===== config.mk =====
export PLATFORM = sky130hd
export DESIGN_NAME = vss_sequencer
export DESIGN_NICKNAME = d
export VERILOG_FILES = /design/src/vss_pkg.sv /design/src/vss_sequencer.sv /design/src/vss_tick_div.sv
export SDC_FILE = /design/constraint.sdc
export NUM_CORES = 1
export LEC_CHECK = 0
export BUFFER_PORTS_ARGS = -buffer_cell sky130_fd_sc_hd__buf_2
export CORE_MARGIN = 2
export CORE_UTILIZATION = 40
export CTS_BUF_LIST = sky130_fd_sc_hd__clkbuf_16
export DETAILED_ROUTE_END_ITERATION = 16
export MAX_ROUTING_LAYER = met4
export PLACE_DENSITY_LB_ADDON = 0.3
export RECOVER_POWER = 50
export SYNTH_ARGS = -nofsm -noshare
export SYNTH_HDL_FRONTEND = slang
export SYNTH_SLANG_ARGS = --single-unit

===== constraint.sdc =====
create_clock -name core_clk -period 6.3 [get_ports core_clk]
set_input_delay 0.63 -clock core_clk [delete_from_list [all_inputs] [get_ports core_clk]]
set_output_delay 0.63 -clock core_clk [all_outputs]
set_load 0.005 [all_outputs]

===== src/vss_pkg.sv =====
// constants, register map and state codes for the start-up sequencer
package vss_pkg;

  // clock and timing
  localparam int unsigned CLK_MHZ        = 40;
  localparam int unsigned START_DELAY_US = 100;
  localparam int unsigned START_DELAY_CYC = START_DELAY_US * CLK_MHZ;
  localparam logic [11:0] DELAY_LAST     = 12'(START_DELAY_CYC - 1);
  localparam int unsigned RAMP_TICK_CYC  = 16;
  localparam logic [3:0]  RAMP_TICK_LAST = 4'(RAMP_TICK_CYC - 1);
  localparam logic [3:0]  SW_CYCLES_LAST = 4'hC;

  // set-point in units of 10 uV
  localparam int unsigned SP_W    = 17;
  localparam logic [16:0] SP_TOP  = 17'h1F6EE;
  localparam logic [16:0] SP_STEP = 17'h00A0F;
  localparam logic [16:0] SP_LOW  = 17'h0A0F0;
  localparam logic [16:0] SP_ZERO = 17'h00000;
  localparam logic [4:0]  VID_LOW_CODE = 5'h1F;

  // band test: set-point * 10 >= target * 9
  localparam logic [3:0] BAND_NUM = 4'h9;
  localparam logic [3:0] BAND_DEN = 4'hA;

  // conduction window codes
  localparam logic [1:0] WIN_NOM = 2'h0;
  localparam logic [1:0] WIN_130 = 2'h1;
  localparam logic [1:0] WIN_150 = 2'h2;

  // register byte offsets
  localparam logic [3:0] OFS_CTRL   = 4'h0;
  localparam logic [3:0] OFS_STATUS = 4'h4;
  localparam logic [3:0] OFS_SETPT  = 4'h8;
  localparam logic [3:0] OFS_MODE   = 4'hC;

  // control register fields and reset
  localparam int unsigned CTRL_EN_BIT  = 0;
  localparam int unsigned CTRL_CCM_BIT = 1;
  localparam logic [1:0]  CTRL_RESET   = 2'h1;

  // status register fields
  localparam int unsigned ST_STATE_LSB = 0;
  localparam int unsigned ST_PG_BIT    = 8;
  localparam int unsigned ST_POR_BIT   = 9;
  localparam int unsigned ST_VID_LSB   = 16;

  typedef enum logic [4:0] {
    SEQ_OFF   = 5'h01,
    SEQ_DELAY = 5'h02,
    SEQ_RAMP  = 5'h04,
    SEQ_COUNT = 5'h08,
    SEQ_GOOD  = 5'h10
  } vss_state_e;

endpackage : vss_pkg


===== src/vss_sequencer.sv =====
// start-up sequencer: vid decode, por gating, soft-start, power-good, mode select
`timescale 1ns/1ps

module vss_sequencer
  import vss_pkg::*;
(
  input  wire logic        core_clk,
  input  wire logic        nrst,
  input  wire logic [4:0]  voltage_id_bits,
  input  wire logic        regulator_on_in,
  input  wire logic        supply_rise_threshold,
  input  wire logic        supply_fall_threshold,
  input  wire logic        switch_cycle_in,
  input  wire logic        audio_filter_select,
  input  wire logic        emulation_select,
  input  wire logic [3:0]  avs_address,
  input  wire logic        avs_read,
  input  wire logic        avs_write,
  input  wire logic [31:0] avs_writedata,
  input  wire logic [3:0]  avs_byteenable,
  output logic [31:0]      avs_readdata,
  output logic             avs_waitrequest,
  output logic [16:0]      dac_setpoint_out,
  output logic             power_good_out,
  output logic             power_good_oe,
  output logic             continuous_conduction_mode,
  output logic             diode_emulation_mode,
  output logic [1:0]       window_select_out,
  output logic             audio_filter_out
);

  localparam int RAMP_BOUND = 900;

  // target set-point for a code
  function automatic logic [16:0] vid_target(input logic [4:0] code);
    logic [21:0] drop;
    drop = 22'(code) * 22'(SP_STEP);
    if (code == VID_LOW_CODE)
      return SP_LOW;
    return 17'(22'(SP_TOP) - drop);
  endfunction : vid_target

  // true once the set-point is at or above 90% of the target
  function automatic logic in_band(input logic [16:0] sp, input logic [16:0] tgt);
    logic [20:0] lhs;
    logic [20:0] rhs;
    lhs = 21'(sp) * 21'(BAND_DEN);
    rhs = 21'(tgt) * 21'(BAND_NUM);
    return lhs >= rhs;
  endfunction : in_band

  // mode table: {emulation, window[1:0], audio filter}
  function automatic logic [3:0] mode_decode(input logic mode2, input logic emul, input logic afsel);
    if (!mode2)
      return emul ? {1'b1, WIN_130, 1'b0} : {1'b0, WIN_NOM, 1'b0};
    if (!afsel)
      return {1'b1, WIN_150, 1'b0};
    return emul ? {1'b1, WIN_130, 1'b0} : {1'b1, WIN_130, 1'b1};
  endfunction : mode_decode

  vss_state_e  state_reg;
  vss_state_e  state_next;
  logic        por_ok_reg;
  logic [1:0]  ctrl_reg;
  logic [11:0] delay_cnt_reg;
  logic [3:0]  sw_cnt_reg;
  logic [16:0] setpoint_reg;
  logic        ccm_reg;
  logic        dem_reg;
  logic [1:0]  window_reg;
  logic        af_reg;
  logic        pg_oe_reg;
  logic        wait_reg;
  logic [31:0] rdata_reg;

  logic        enabled;
  logic [16:0] target_w;
  logic        ramp_tick;
  logic        soft_start;
  logic [3:0]  mode_w;
  logic        bus_req;
  logic        bus_done;
  logic        addr_ok;

  assign target_w   = vid_target(voltage_id_bits);
  assign enabled    = por_ok_reg && regulator_on_in && ctrl_reg[CTRL_EN_BIT];
  assign soft_start = (state_reg == SEQ_DELAY) || (state_reg == SEQ_RAMP) || (state_reg == SEQ_COUNT);
  assign mode_w     = mode_decode(voltage_id_bits[4], emulation_select, audio_filter_select);

  // supply monitor with hysteresis; falling crossing wins
  always_ff @(posedge core_clk or negedge nrst) begin
    if (!nrst)
      por_ok_reg <= 1'b0;
    else if (supply_fall_threshold)
      por_ok_reg <= 1'b0;
    else if (supply_rise_threshold)
      por_ok_reg <= 1'b1;
  end

  vss_tick_div u_tick (
    .core_clk (core_clk),
    .nrst     (nrst),
    .run      (enabled),
    .tick     (ramp_tick)
  );

  always_comb begin
    state_next = state_reg;
    case (state_reg)
      SEQ_OFF: begin
        if (enabled)
          state_next = SEQ_DELAY;
      end
      SEQ_DELAY: begin
        if (delay_cnt_reg == DELAY_LAST)
          state_next = SEQ_RAMP;
      end
      SEQ_RAMP: begin
        if (in_band(setpoint_reg, target_w))
          state_next = SEQ_COUNT;
      end
      SEQ_COUNT: begin
        if (switch_cycle_in && sw_cnt_reg == SW_CYCLES_LAST)
          state_next = SEQ_GOOD;
      end
      SEQ_GOOD: begin
        state_next = SEQ_GOOD;
      end
      default: begin
        state_next = SEQ_OFF;
      end
    endcase
    if (!enabled)
      state_next = SEQ_OFF;
  end

  always_ff @(posedge core_clk or negedge nrst) begin
    if (!nrst)
      state_reg <= SEQ_OFF;
    else
      state_reg <= state_next;
  end

  // start-up delay counter
  always_ff @(posedge core_clk or negedge nrst) begin
    if (!nrst)
      delay_cnt_reg <= 12'h000;
    else if (state_reg == SEQ_DELAY && enabled)
      delay_cnt_reg <= delay_cnt_reg + 12'h001;
    else
      delay_cnt_reg <= 12'h000;
  end

  // switching cycle counter, armed only once in band
  always_ff @(posedge core_clk or negedge nrst) begin
    if (!nrst)
      sw_cnt_reg <= 4'h0;
    else if (state_reg != SEQ_COUNT)
      sw_cnt_reg <= 4'h0;
    else if (switch_cycle_in)
      sw_cnt_reg <= sw_cnt_reg + 4'h1;
  end

  // set-point ramp; keeps slewing after release so id changes also move gently
  always_ff @(posedge core_clk or negedge nrst) begin
    if (!nrst) begin
      setpoint_reg <= SP_ZERO;
    end else if (state_reg == SEQ_OFF || state_reg == SEQ_DELAY) begin
      setpoint_reg <= SP_ZERO;
    end else if (ramp_tick) begin
      if (setpoint_reg < target_w)
        setpoint_reg <= (target_w - setpoint_reg > SP_STEP) ? setpoint_reg + SP_STEP : target_w;
      else if (setpoint_reg > target_w)
        setpoint_reg <= (setpoint_reg - target_w > SP_STEP) ? setpoint_reg - SP_STEP : target_w;
    end
  end

  // conduction mode outputs
  always_ff @(posedge core_clk or negedge nrst) begin
    if (!nrst) begin
      ccm_reg    <= 1'b1;
      dem_reg    <= 1'b0;
      window_reg <= WIN_NOM;
      af_reg     <= 1'b0;
    end else if (soft_start || state_reg == SEQ_OFF || ctrl_reg[CTRL_CCM_BIT]) begin
      ccm_reg    <= 1'b1;
      dem_reg    <= 1'b0;
      window_reg <= WIN_NOM;
      af_reg     <= 1'b0;
    end else begin
      dem_reg    <= mode_w[3];
      ccm_reg    <= !mode_w[3];
      window_reg <= mode_w[2:1];
      af_reg     <= mode_w[0];
    end
  end

  // power-good pull-down; released only in the good state
  always_ff @(posedge core_clk or negedge nrst) begin
    if (!nrst)
      pg_oe_reg <= 1'b1;
    else
      pg_oe_reg <= (state_reg != SEQ_GOOD);
  end

  // avalon slave: one wait cycle, then the request completes
  assign bus_req  = avs_read || avs_write;
  assign bus_done = bus_req && !wait_reg;
  assign addr_ok  = (avs_address[1:0] == 2'h0);

  always_ff @(posedge core_clk or negedge nrst) begin
    if (!nrst)
      wait_reg <= 1'b1;
    else if (!wait_reg)
      wait_reg <= 1'b1;
    else if (bus_req)
      wait_reg <= 1'b0;
  end

  always_ff @(posedge core_clk or negedge nrst) begin
    if (!nrst)
      ctrl_reg <= CTRL_RESET;
    else if (bus_done && avs_write && avs_address == OFS_CTRL && avs_byteenable[0])
      ctrl_reg <= avs_writedata[1:0];
  end

  // read data captured with the first wait cycle, stands in the completing cycle
  always_ff @(posedge core_clk or negedge nrst) begin
    if (!nrst) begin
      rdata_reg <= 32'h0000_0000;
    end else if (avs_read && wait_reg) begin
      rdata_reg <= 32'h0000_0000;
      if (addr_ok) begin
        case (avs_address)
          OFS_CTRL: begin
            rdata_reg[1:0] <= ctrl_reg;
          end
          OFS_STATUS: begin
            rdata_reg[ST_STATE_LSB +: 5] <= state_reg;
            rdata_reg[ST_PG_BIT]         <= !pg_oe_reg;
            rdata_reg[ST_POR_BIT]        <= por_ok_reg;
            rdata_reg[ST_VID_LSB +: 5]   <= voltage_id_bits;
          end
          OFS_SETPT: begin
            rdata_reg[16:0] <= setpoint_reg;
          end
          OFS_MODE: begin
            rdata_reg[4:0] <= {ccm_reg, dem_reg, window_reg, af_reg};
          end
          default: begin
            rdata_reg <= 32'h0000_0000;
          end
        endcase
      end
    end
  end

  assign avs_readdata               = rdata_reg;
  assign avs_waitrequest            = wait_reg;
  assign dac_setpoint_out           = setpoint_reg;
  assign power_good_oe              = pg_oe_reg;
  assign continuous_conduction_mode = ccm_reg;
  assign diode_emulation_mode       = dem_reg;
  assign window_select_out          = window_reg;
  assign audio_filter_out           = af_reg;

  // the pin only ever pulls low
  always_ff @(posedge core_clk or negedge nrst) begin
    if (!nrst)
      power_good_out <= 1'b0;
    else
      power_good_out <= 1'b0;
  end
endmodule : vss_sequencer


===== src/vss_tick_div.sv =====
// ramp step divider: one-cycle enable pulse every RAMP_TICK_CYC cycles
`timescale 1ns/1ps
module vss_tick_div
  import vss_pkg::*;
(
  input  wire logic core_clk,
  input  wire logic nrst,
  input  wire logic run,
  output logic      tick
);

  logic [3:0] div_reg;

  always_ff @(posedge core_clk or negedge nrst) begin
    if (!nrst) begin
      div_reg <= 4'h0;
      tick    <= 1'b0;
    end else if (!run) begin
      div_reg <= 4'h0;
      tick    <= 1'b0;
    end else begin
      tick    <= (div_reg == RAMP_TICK_LAST);
      div_reg <= (div_reg == RAMP_TICK_LAST) ? 4'h0 : div_reg + 4'h1;
    end
  end

endmodule : vss_tick_div

==> flow_summary.json, run 1 <==
{
  "drt_pass1_iterations": 8,
  "nets": 1515,
  "antennaDiodeCount": 0,
  "critical_path_class": "in2reg",
  "tightest_slew_ns": 3.970,
  "crit_required_ns": 6.53,
  "leakage_nw": 5.772,
  "largest_reg_flops": 21,
  "antenna_left": 0,
  "drt-total-wl_um": 28590,
  "die_area_um2": 24200,
  "fin_crit_sh": 1.032,
  "syn_avg_cell_area_um2": 8.324,
  "synth_ff_type": "dfrtp_1",
  "antenna_found_initial": 0,
  "maxSlewViolCount": 75,
  "clock-root-buffer": "clkbuf_16",
  "synthesis.instances": 1104,
  "synth_warnings": 0,
  "yosysSeqAreaShare": 0.2022,
  "rsz0062_at_grt": "yes",
  "syn_area_um2": 9190,
  "grt_pass1_wl_um": 45310,
  "finalClockSkew_ns": 0.01280,
  "total_power_mw": 3.885,
  "synth_edf_count": 0,
  "grt_overflow_total": 0,
  "clock_path_buffers": 2,
  "first_iter_violations": 679,
  "core-area_um2": 22570,
  "wl_per_cell_um": 17.87,
  "outcome": "complete, but fails checks",
  "vias": 8961,
  "hold_viol_final": 0,
  "end_kind": "flip-flop",
  "cts.htree.levels": 3,
  "peakVddDrop_mv": 0.2551,
  "max_slew_margin": -1.647,
  "clock_latency_ns": 0.34,
  "max_freq_mhz": 153.7,
  "ios": 112,
  "cts_hold_buf": 0,
  "rows": 55,
  "crit_path_top_delay_cell": "fa_1",
  "layout-drive-gt1-share": 0.2875,
  "failed_checks": "capacitance limit, slew limit, setup timing",
  "finalSetupTns_ns": -0.4908,
  "min_period_ns": 6.505,
  "die_w_um": 155.6,
  "power-per-cell-area_nw_per_um2": 328.2,
  "drc_errors": 0,
  "grt_max_degree": 75,
  "max_stage_delay_ns": 0.54,
  "async_flop_share": 1.000,
  "grtUsageTotal": 0.2413,
  "clk_pin_slew_ns": 0.07,
  "cts.sinks": 74,
  "area_delta_synth_final_pct": 28.80,
  "hpwl_um": 22410,
  "die_h_um": 155.6,
  "fin_cells": 1600,
  "finalSetupViolCount": 3,
  "cp_num_buf_inv": 5,
  "finalCoreUtilization": 0.5244,
  "cp_top_family": "adder cells",
  "startpoint_type": "input port",
  "post-place-ws_ns": -0.7853,
  "cts_buffers": 9,
  "worst_slack_ns": -0.2047,
  "io_buffers": 66,
  "critPathArrivalTime_ns": 6.73,
  "numPlacedInstances": 1561,
  "grt_pass1_vias": 8707,
  "maxCapViolations": 1,
  "synthDistinctLibCells": 84,
  "cts_tree": "done",
  "synth_seq_cells": 74,
  "place.gp.congestion": 0.9133,
  "path_max_fanout": 4,
  "start_util": 0.4072,
  "vias_per_cell": 5.601,
  "hp-class": "in2reg"
}
path summary, 6_finish.rpt:
path                                        from                  end  slack, ns  depth (start not counted)
max                           voltage_id_bits[1]         state_reg[2]      -0.20                         34
min                        supply_fall_threshold           por_ok_reg       0.43                          2
max reg2reg                  dac_setpoint_out[3]         state_reg[2]       1.12                         24
min reg2reg                      avs_readdata[8]      avs_readdata[8]       0.48                          2
max in group asynchronous                   nrst  dac_setpoint_out[2]       2.40                          1
min in group asynchronous                   nrst     avs_readdata[15]       1.67                          1
Yosys cell counts (12+ instances only):
cell | number | share of area
mux2i_1 | 23 | 0.025
a21oi_1 | 63 | 0.034
dfrtp_1 | 69 | 0.19
a22o_1 | 14 | 0.013
buf_4 | 13 | 0.011
nand2_1 | 72 | 0.029
a211oi_1 | 12 | 0.0098
inv_1 | 97 | 0.040
nand4_1 | 15 | 0.010
nor3_1 | 24 | 0.013
xnor2_1 | 56 | 0.053
ha_1 | 140 | 0.19
a21o_1 | 22 | 0.018
xor2_1 | 26 | 0.025
and2_1 | 13 | 0.0088
clkbuf_1 | 27 | 0.011
nor2_1 | 99 | 0.040
nand3_1 | 34 | 0.019
o21ai_0 | 51 | 0.028
cells in the final DEF (no fill, tap or decap), drive strengths merged, types with 9 or more instances in the layout:
cell and n:
nand2b 11, buf 230, a21oi 64, nand4 15, a22oi 11, inv 99, o21ai 60, nand2 72
ha 140, and2 13, a21o 22, mux2i 24, dfrtp 69, mux2 9, nor3 26, and3 9
o21a 12, nor2 100, clkbuf 14, a22o 15, conb 12, or3 11, nor4 9, xor2 26
fa 10, nand3 36, xnor2 56, a211oi 13
per-stage QoR:
stage          cell area [um2]  hold slack [ns]
3_3_place_gp             10940           0.4616
2_1_floorplan             9389           0.3344
6_report                 11840           0.4279
5_1_grt                  11840           0.4213
4_1_cts                  11510           0.4204
3_5_place_dp             10940           0.4658
per-layer routing:
layer / track usage / wire length [um]
met1: 0.3057 / 12430
met2: 0.4096 / 13880
met3: 0.01889 / 1327
met4: 0.07995 / 949
met5: - / 0
logic make-up after synthesis:
group                    count (synthesis)  share of synthesized area
AND/OR/NAND/NOR                        330                     0.1781
adder cells (fa/ha/maj)                152                     0.2146
buffers and inverters                  149                    0.06943
other                                    1                  0.0004080
AO/OA/AOI/OAI                          281                     0.2129
XOR/XNOR                                82                    0.07815
multiplexers                            35                    0.04425
flip-flops                              74                     0.2022
where the power goes:
group          total (mW)  switching, mW  internal [mW]
Clock               0.529          0.222          0.307
Sequential          0.490        0.00702          0.483
Combinational        2.87           1.42           1.45
Total                3.88           1.65           2.24
layout make-up:
cell class | count | area (um2)
sequential | 74 | 1858
clock inverter | 7 | 71.32
clock buffer | 9 | 225.2
multi-input combinational | 892 | 7252
tap | 285 | 356.6
inverter | 97 | 371.6
timing repair buffer | 236 | 1702
fill | 2082 | 10740
repair_timing:
item                       4_1_cts  5_1_grt
pin swaps                       16       17
resized for setup               37       58
setup endpoints to repair        8       20
cloned                           0        1
buffers inserted                16        7
worst reg2reg max path, stage by stage (launching register included):
cell and delay, ns:
dfrtp_1 0.54, ha_1 0.36, ha_1 0.17, inv_1 0.06, fa_1 0.40, nor2b_1 0.11
o21ai_0 0.10, a21boi_0 0.25, o21ai_0 0.15, a21boi_0 0.24, o21ai_0 0.14, a21boi_0 0.33
o311a_1 0.25, o211ai_1 0.14, nand2_1 0.11, xor2_1 0.16, ha_1 0.26, a21o_1 0.19
a21o_1 0.18, a2111oi_4 0.29, o21ai_1 0.13, a21oi_2 0.15, o21bai_4 0.16, nor2_1 0.06
o22a_1 0.15
Power figures use the tool's default switching activity.
==> run 2, diff against run 1 <==
Settings changed: BUFFER_PORTS_ARGS -buffer_cell sky130_fd_sc_hd__buf_2 to -buffer_cell sky130_fd_sc_hd__buf_4, CORE_MARGIN 2 to 3, PLACE_DENSITY from default to 0.65, PLACE_DENSITY_LB_ADDON 0.3 to default.
==> flow_summary.json, run 2 (synthesis results as in run 1) <==
{
  "cts.htree.levels": 3,
  "rows": 54,
  "start_util": 0.4134,
  "r2r_cells": 24,
  "finalSetupTns_ns": -0.6242,
  "fin_area_um2": 11910,
  "worstHoldPathCells": 2,
  "failed_checks": "capacitance limit, slew limit, setup timing",
  "hp-class": "in2reg",
  "min_from": "supply_fall_threshold",
  "die_w_um": 157.6,
  "power-per-cell-area_nw_per_um2": 327.3,
  "grt_overflow_total": 0,
  "max_freq_mhz": 152.6,
  "core-area_um2": 22230,
  "place.gp.congestion": 0.9930,
  "seq_area_um2": 1858,
  "first_iter_violations": 600,
  "max_slew_margin": -1.716,
  "ios": 112,
  "peakVddDrop_mv": 0.2272,
  "finalClockSkew_ns": 0.01059,
  "pwr-share-comb": 0.734,
  "hold_slack_ns": 0.4329,
  "clk_pin_slew_ns": 0.07,
  "drt_pass1_iterations": 5,
  "cts.sinks": 74,
  "maxCapViolations": 1,
  "clock_path_buffers": 2,
  "leakage_nw": 5.766,
  "layout_common_cells": "216 x buf_4, 125 x ha_1, 96 x nor2_1",
  "wl_per_cell_um": 18.05,
  "rsz0062_at_grt": "yes",
  "fillers": 2057,
  "place_area_um2": 11100,
  "vias_per_cell": 5.596,
  "post-place-ws_ns": -0.7999,
  "reg2reg_slack_ns": 1.10,
  "outcome": "complete, but fails checks",
  "end_kind": "flip-flop",
  "r2r-start": "dac_setpoint_out[3]",
  "finalCoreUtilization": 0.5359,
  "tightest_slew_ns": 4.074,
  "finalSetupViolCount": 3,
  "clock-root-buffer": "clkbuf_16",
  "cts_tree": "done",
  "io_buffers": 66,
  "cts_buffers": 9,
  "fin_cells": 1593,
  "cts_hold_buf": 0,
  "clkPwrFrac": 0.140,
  "grt_max_degree": 75,
  "power.switching_mw": 1.687,
  "grt_pass1_wl_um": 44650,
  "swShare": 0.4326,
  "hold_viol_final": 0,
  "nets": 1513,
  "vias": 8915,
  "critPathArrivalTime_ns": 6.79,
  "total_power_mw": 3.899,
  "layout_commonest_cell": "buf_4",
  "multi_input_area_um2": 7201,
  "area_delta_synth_final_pct": 29.63,
  "hpwl_um": 22340,
  "grt_pass1_vias": 8638,
  "path_max_fanout": 5,
  "numPlacedInstances": 1558,
  "die_h_um": 157.6,
  "crit_path_top_delay_cell": "fa_1",
  "startpoint_type": "input port",
  "fin_crit_sh": 1.040,
  "min_period_ns": 6.552,
  "antenna_left": 0,
  "critical_path_class": "in2reg",
  "layout-drive-gt1-share": 0.2795,
  "max_stage_delay_ns": 0.55,
  "hold_end": "por_ok_reg",
  "crit_top_cell": "inv_2",
  "drt-total-wl_um": 28760,
  "r2r_end": "state_reg[2]",
  "p_int_mw": 2.213,
  "drc_errors": 0,
  "antenna_found_initial": 0,
  "die_area_um2": 24830,
  "antennaDiodeCount": 0,
  "largest_reg_flops": 21,
  "crit_required_ns": 6.54,
  "grtUsageTotal": 0.2317,
  "clock_latency_ns": 0.35,
  "worst_slack_ns": -0.2524,
  "seqPwrFrac": 0.126,
  "maxSlewViolCount": 75
}
==> run 2: area by class of cell <==
cell class	instances	share of cell area
flip-flops and latches	74	0.1560
clock buffers	9	0.01891
repair buffers	234	0.1531
clock inverters	7	0.006512
well taps	280	0.02941
multi-input cells	892	0.6045
inverters	97	0.03161
==> run 2: how the worst max path moves through the flow <==
stage	startpoint	to	slack, ns
floorplan	voltage_id_bits[4]	state_reg[2]	-0.39
global placement	voltage_id_bits[1]	state_reg[2]	-0.70
detailed placement	voltage_id_bits[1]	state_reg[2]	-0.80
CTS	voltage_id_bits[3]	state_reg[2]	-0.23
global route	voltage_id_bits[2]	state_reg[2]	-0.48
finish	voltage_id_bits[2]	state_reg[2]	-0.25
==> run 2: what timing repair did <==
action | 4_1_cts | 5_1_grt
setup buffers | 8 | 12
gates cloned | 0 | 0
endpoints found under the hold margin | 0 | 0
endpoints found under the setup margin | 8 | 20
pin swaps | 38 | 41
resized for setup | 36 | 46
==> run 2: routing by layer <==
metal  GRT usage  share of wire  vias to the layer above
li1            -              -                     4354
met1      0.2960           0.44                     4254
met2      0.3861           0.48                      252
met3     0.02324          0.047                       55
met4     0.07769          0.029                        0
met5           -              0                        -
==> run 2: power by group through the flow <==
stage	logic, mW	clock network (mW)	registers [mW]
4_1_cts	2.57	0.553	0.490
3_5_place_dp	2.41	0	0.499
6_report	2.86	0.547	0.490
5_1_grt	3.12	0.569	0.491
3_3_place_gp	2.36	0	0.499
2_1_floorplan	1.54	0	0.497
==> run 2: worst max-delay path: cells and delay by family <==
| kind | cells | cell delay [ns] |
|---|---|---|
| adders and majority gates | 9 | 3.03 |
| buffers and inverters | 9 | 0.73 |
| AOI/OAI and AO/OA | 13 | 1.67 |
| and+or+nand+nor | 4 | 0.63 |
| xor gates and xnor gates | 1 | 0.10 |
==> run 3, diff against run 2 <==
Settings changed: ABC_AREA from default to 1, CTS_CLUSTER_DIAMETER from default to 40.
==> flow_summary.json, run 3 <==
{
  "maxCapViolations": 1,
  "cts.sinks": 74,
  "place.gp.congestion": 0.9671,
  "hp-class": "in2reg",
  "ios": 112,
  "grt_pass1_vias": 9271,
  "clock-root-buffer": "clkbuf_16",
  "hpwl_um": 23530,
  "cts_buffers": 9,
  "start_util": 0.4090,
  "crit_required_ns": 6.53,
  "async_flop_share": 1.000,
  "io_buffers": 66,
  "synth_seq_cells": 74,
  "largest_reg_flops": 21,
  "synth_ff_type": "dfrtp_1",
  "first_iter_violations": 597,
  "die_h_um": 161.4,
  "layout_common_cells": "317 x nand2_1, 191 x inv_1, 167 x buf_4",
  "layout-drive-gt1-share": 0.2184,
  "max_stage_delay_ns": 0.52,
  "synth.largest_area_cell": "ha_1",
  "yosys-top-cells-count": "324 x nand2_1, 207 x inv_1, 140 x ha_1",
  "min_period_ns": 6.152,
  "crit_path_top_delay_cell": "fa_1",
  "finalClockSkew_ns": 0.007938,
  "outcome": "complete, but fails checks",
  "tightest_slew_ns": 4.155,
  "layout_commonest_cell": "nand2_1",
  "r2r-start": "dac_setpoint_out[2]",
  "failed_checks": "capacitance limit, slew limit",
  "max_slew_margin": -1.770,
  "rsz0062_at_grt": "yes",
  "netlist.area_leader.share": 0.1814,
  "hold_viol_final": 0,
  "wl_per_cell_um": 15.44,
  "clock_latency_ns": 0.35,
  "synth_edf_count": 0,
  "finalSetupTns_ns": 0,
  "fin_crit_sh": 0.9765,
  "area_delta_synth_final_pct": 25.55,
  "vias": 9749,
  "cts.htree.levels": 3,
  "peakVddDrop_mv": 0.2299,
  "leakage_nw": 6.482,
  "syn_avg_cell_area_um2": 6.825,
  "seq_area_um2": 1858,
  "power-per-cell-area_nw_per_um2": 289.5,
  "die_area_um2": 26050,
  "cp-startpoint": "voltage_id_bits[2]",
  "drt-total-wl_um": 29600,
  "critPathArrivalTime_ns": 6.38,
  "grt_max_degree": 75,
  "critical_path_class": "in2reg",
  "rows": 56,
  "synthesis.instances": 1415,
  "crit_top_cell": "nand2_1",
  "end_kind": "flip-flop",
  "syn_area_um2": 9658,
  "core-area_um2": 23610,
  "grtUsageTotal": 0.2317,
  "clock_path_buffers": 2,
  "drt_pass1_iterations": 6,
  "fillers": 2338,
  "drc_errors": 0,
  "hold_slack_ns": 0.4171,
  "path_max_fanout": 4,
  "vias_per_cell": 5.086,
  "clk_pin_slew_ns": 0.07,
  "yosysSeqAreaShare": 0.1924,
  "antennaDiodeCount": 0,
  "synth_most_common_cell": "nand2_1",
  "finalSetupViolCount": 0,
  "nets": 1798,
  "antenna_found_initial": 0,
  "yosys-top-cells-area": "ha_1 18%, dfrtp_1 18%, nand2_1 13%",
  "die_w_um": 161.4,
  "multi_input_area_um2": 7197,
  "synthDistinctLibCells": 55,
  "startpoint_type": "input port",
  "cts_tree": "done",
  "max_freq_mhz": 162.6,
  "grt_overflow_total": 0,
  "synth_warnings": 0,
  "maxSlewViolCount": 75,
  "grt_pass1_wl_um": 47460,
  "min_from": "supply_fall_threshold",
  "antenna_left": 0
}
==> run 3: cell types whose count changed after synthesis, moves of 21 or more <==
| cell | before | now |
|---|---|---|
| nand3_1 | 34 | 111 |
| nand2_2 | 0 | 23 |
| xnor2_1 | 56 | 10 |
| mux2i_1 | 23 | 0 |
| xor2_1 | 26 | 57 |
| inv_1 | 97 | 207 |
| nor2_1 | 99 | 120 |
| nand2_1 | 72 | 324 |
| a21oi_1 | 63 | 92 |
==> run 3: stage by stage <==
step	cells	utilization	setup slack (ns)	total power, mW	area, um2
floorplan	1426	-	0.02003	1.835	9741
global placement	1884	0.4777	-0.5476	2.583	11280
detailed placement	1884	0.4777	-0.6479	2.631	11280
CTS	1907	0.4996	0.02472	3.309	11800
global route	1917	0.5135	-0.2800	3.831	12130
finish	1917	0.5135	0.1483	3.510	12130
==> run 3: path summary, 6_finish.rpt <==
check,end,slack (ns),depth (start not counted)
worst max-delay path,state_reg[3],0.15,38
worst min-delay path,por_ok_reg,0.42,2
worst max register to register,state_reg[3],1.70,24
min in group asynchronous,dac_setpoint_out[13],1.73,1
max in group asynchronous,state_reg[1],2.21,1
worst min register to register,u_tick.div_reg[0],0.46,1
==> run 3: what timing repair did <==
| item | 4_1_cts | 5_1_grt |
|---|---|---|
| hold buffers | 0 | 0 |
| endpoints found under the setup margin | 3 | 3 |
| hold endpoints to repair | 0 | 0 |
| buffers inserted | 7 | 10 |
| pin swaps | 20 | 45 |
| gates resized for setup | 32 | 60 |
==> run 3: layer usage <==
metal | part of all wire | track usage | vias to the layer above | wire (um)
met2 | 0.46 | 0.3678 | 269 | 13670
met4 | 0.028 | 0.06414 | 0 | 833
met1 | 0.46 | 0.3129 | 4498 | 13530
li1 | - | - | 4928 | -
met3 | 0.053 | 0.02898 | 54 | 1577
met5 | 0 | - | - | 0
==> run 3: layout make-up <==
type                       instances  area share
tap                              319     0.03292
inverter                         223     0.06965
timing repair buffer             192      0.1253
clock buffer                       9     0.01857
sequential                        74      0.1532
multi-input combinational       1093      0.5935
clock inverter                     7    0.006810
==> run 3: critical path, delay by kind of cell <==
kind                       cells  cell delay, ns
adders and majority gates      8            2.63
AOI/OAI and AO/OA             10            1.41
and+or+nand+nor               11            0.99
buffers and inverters          8            0.57
xor gates and xnor gates       1            0.14
==> run 3: kinds of logic (layout without fill, tap and decap cells) <==
family	Yosys count	count (layout)	share of synthesized area
buf+inv	259	431	0.1099
xor+xnor	67	67	0.06076
fa+ha+maj	150	150	0.2021
other cells	1	12	0.0003883
simple gates	667	667	0.3138
flops	74	74	0.1924
mux	2	2	0.002332
compound gates	195	195	0.1184
==> run 3: power by group <==
group	internal [mW]	switching (mW)	total (mW)
Clock	0.314	0.236	0.550
Combinational	1.15	1.32	2.47
Sequential	0.483	0.00547	0.488
Total	1.95	1.56	3.51
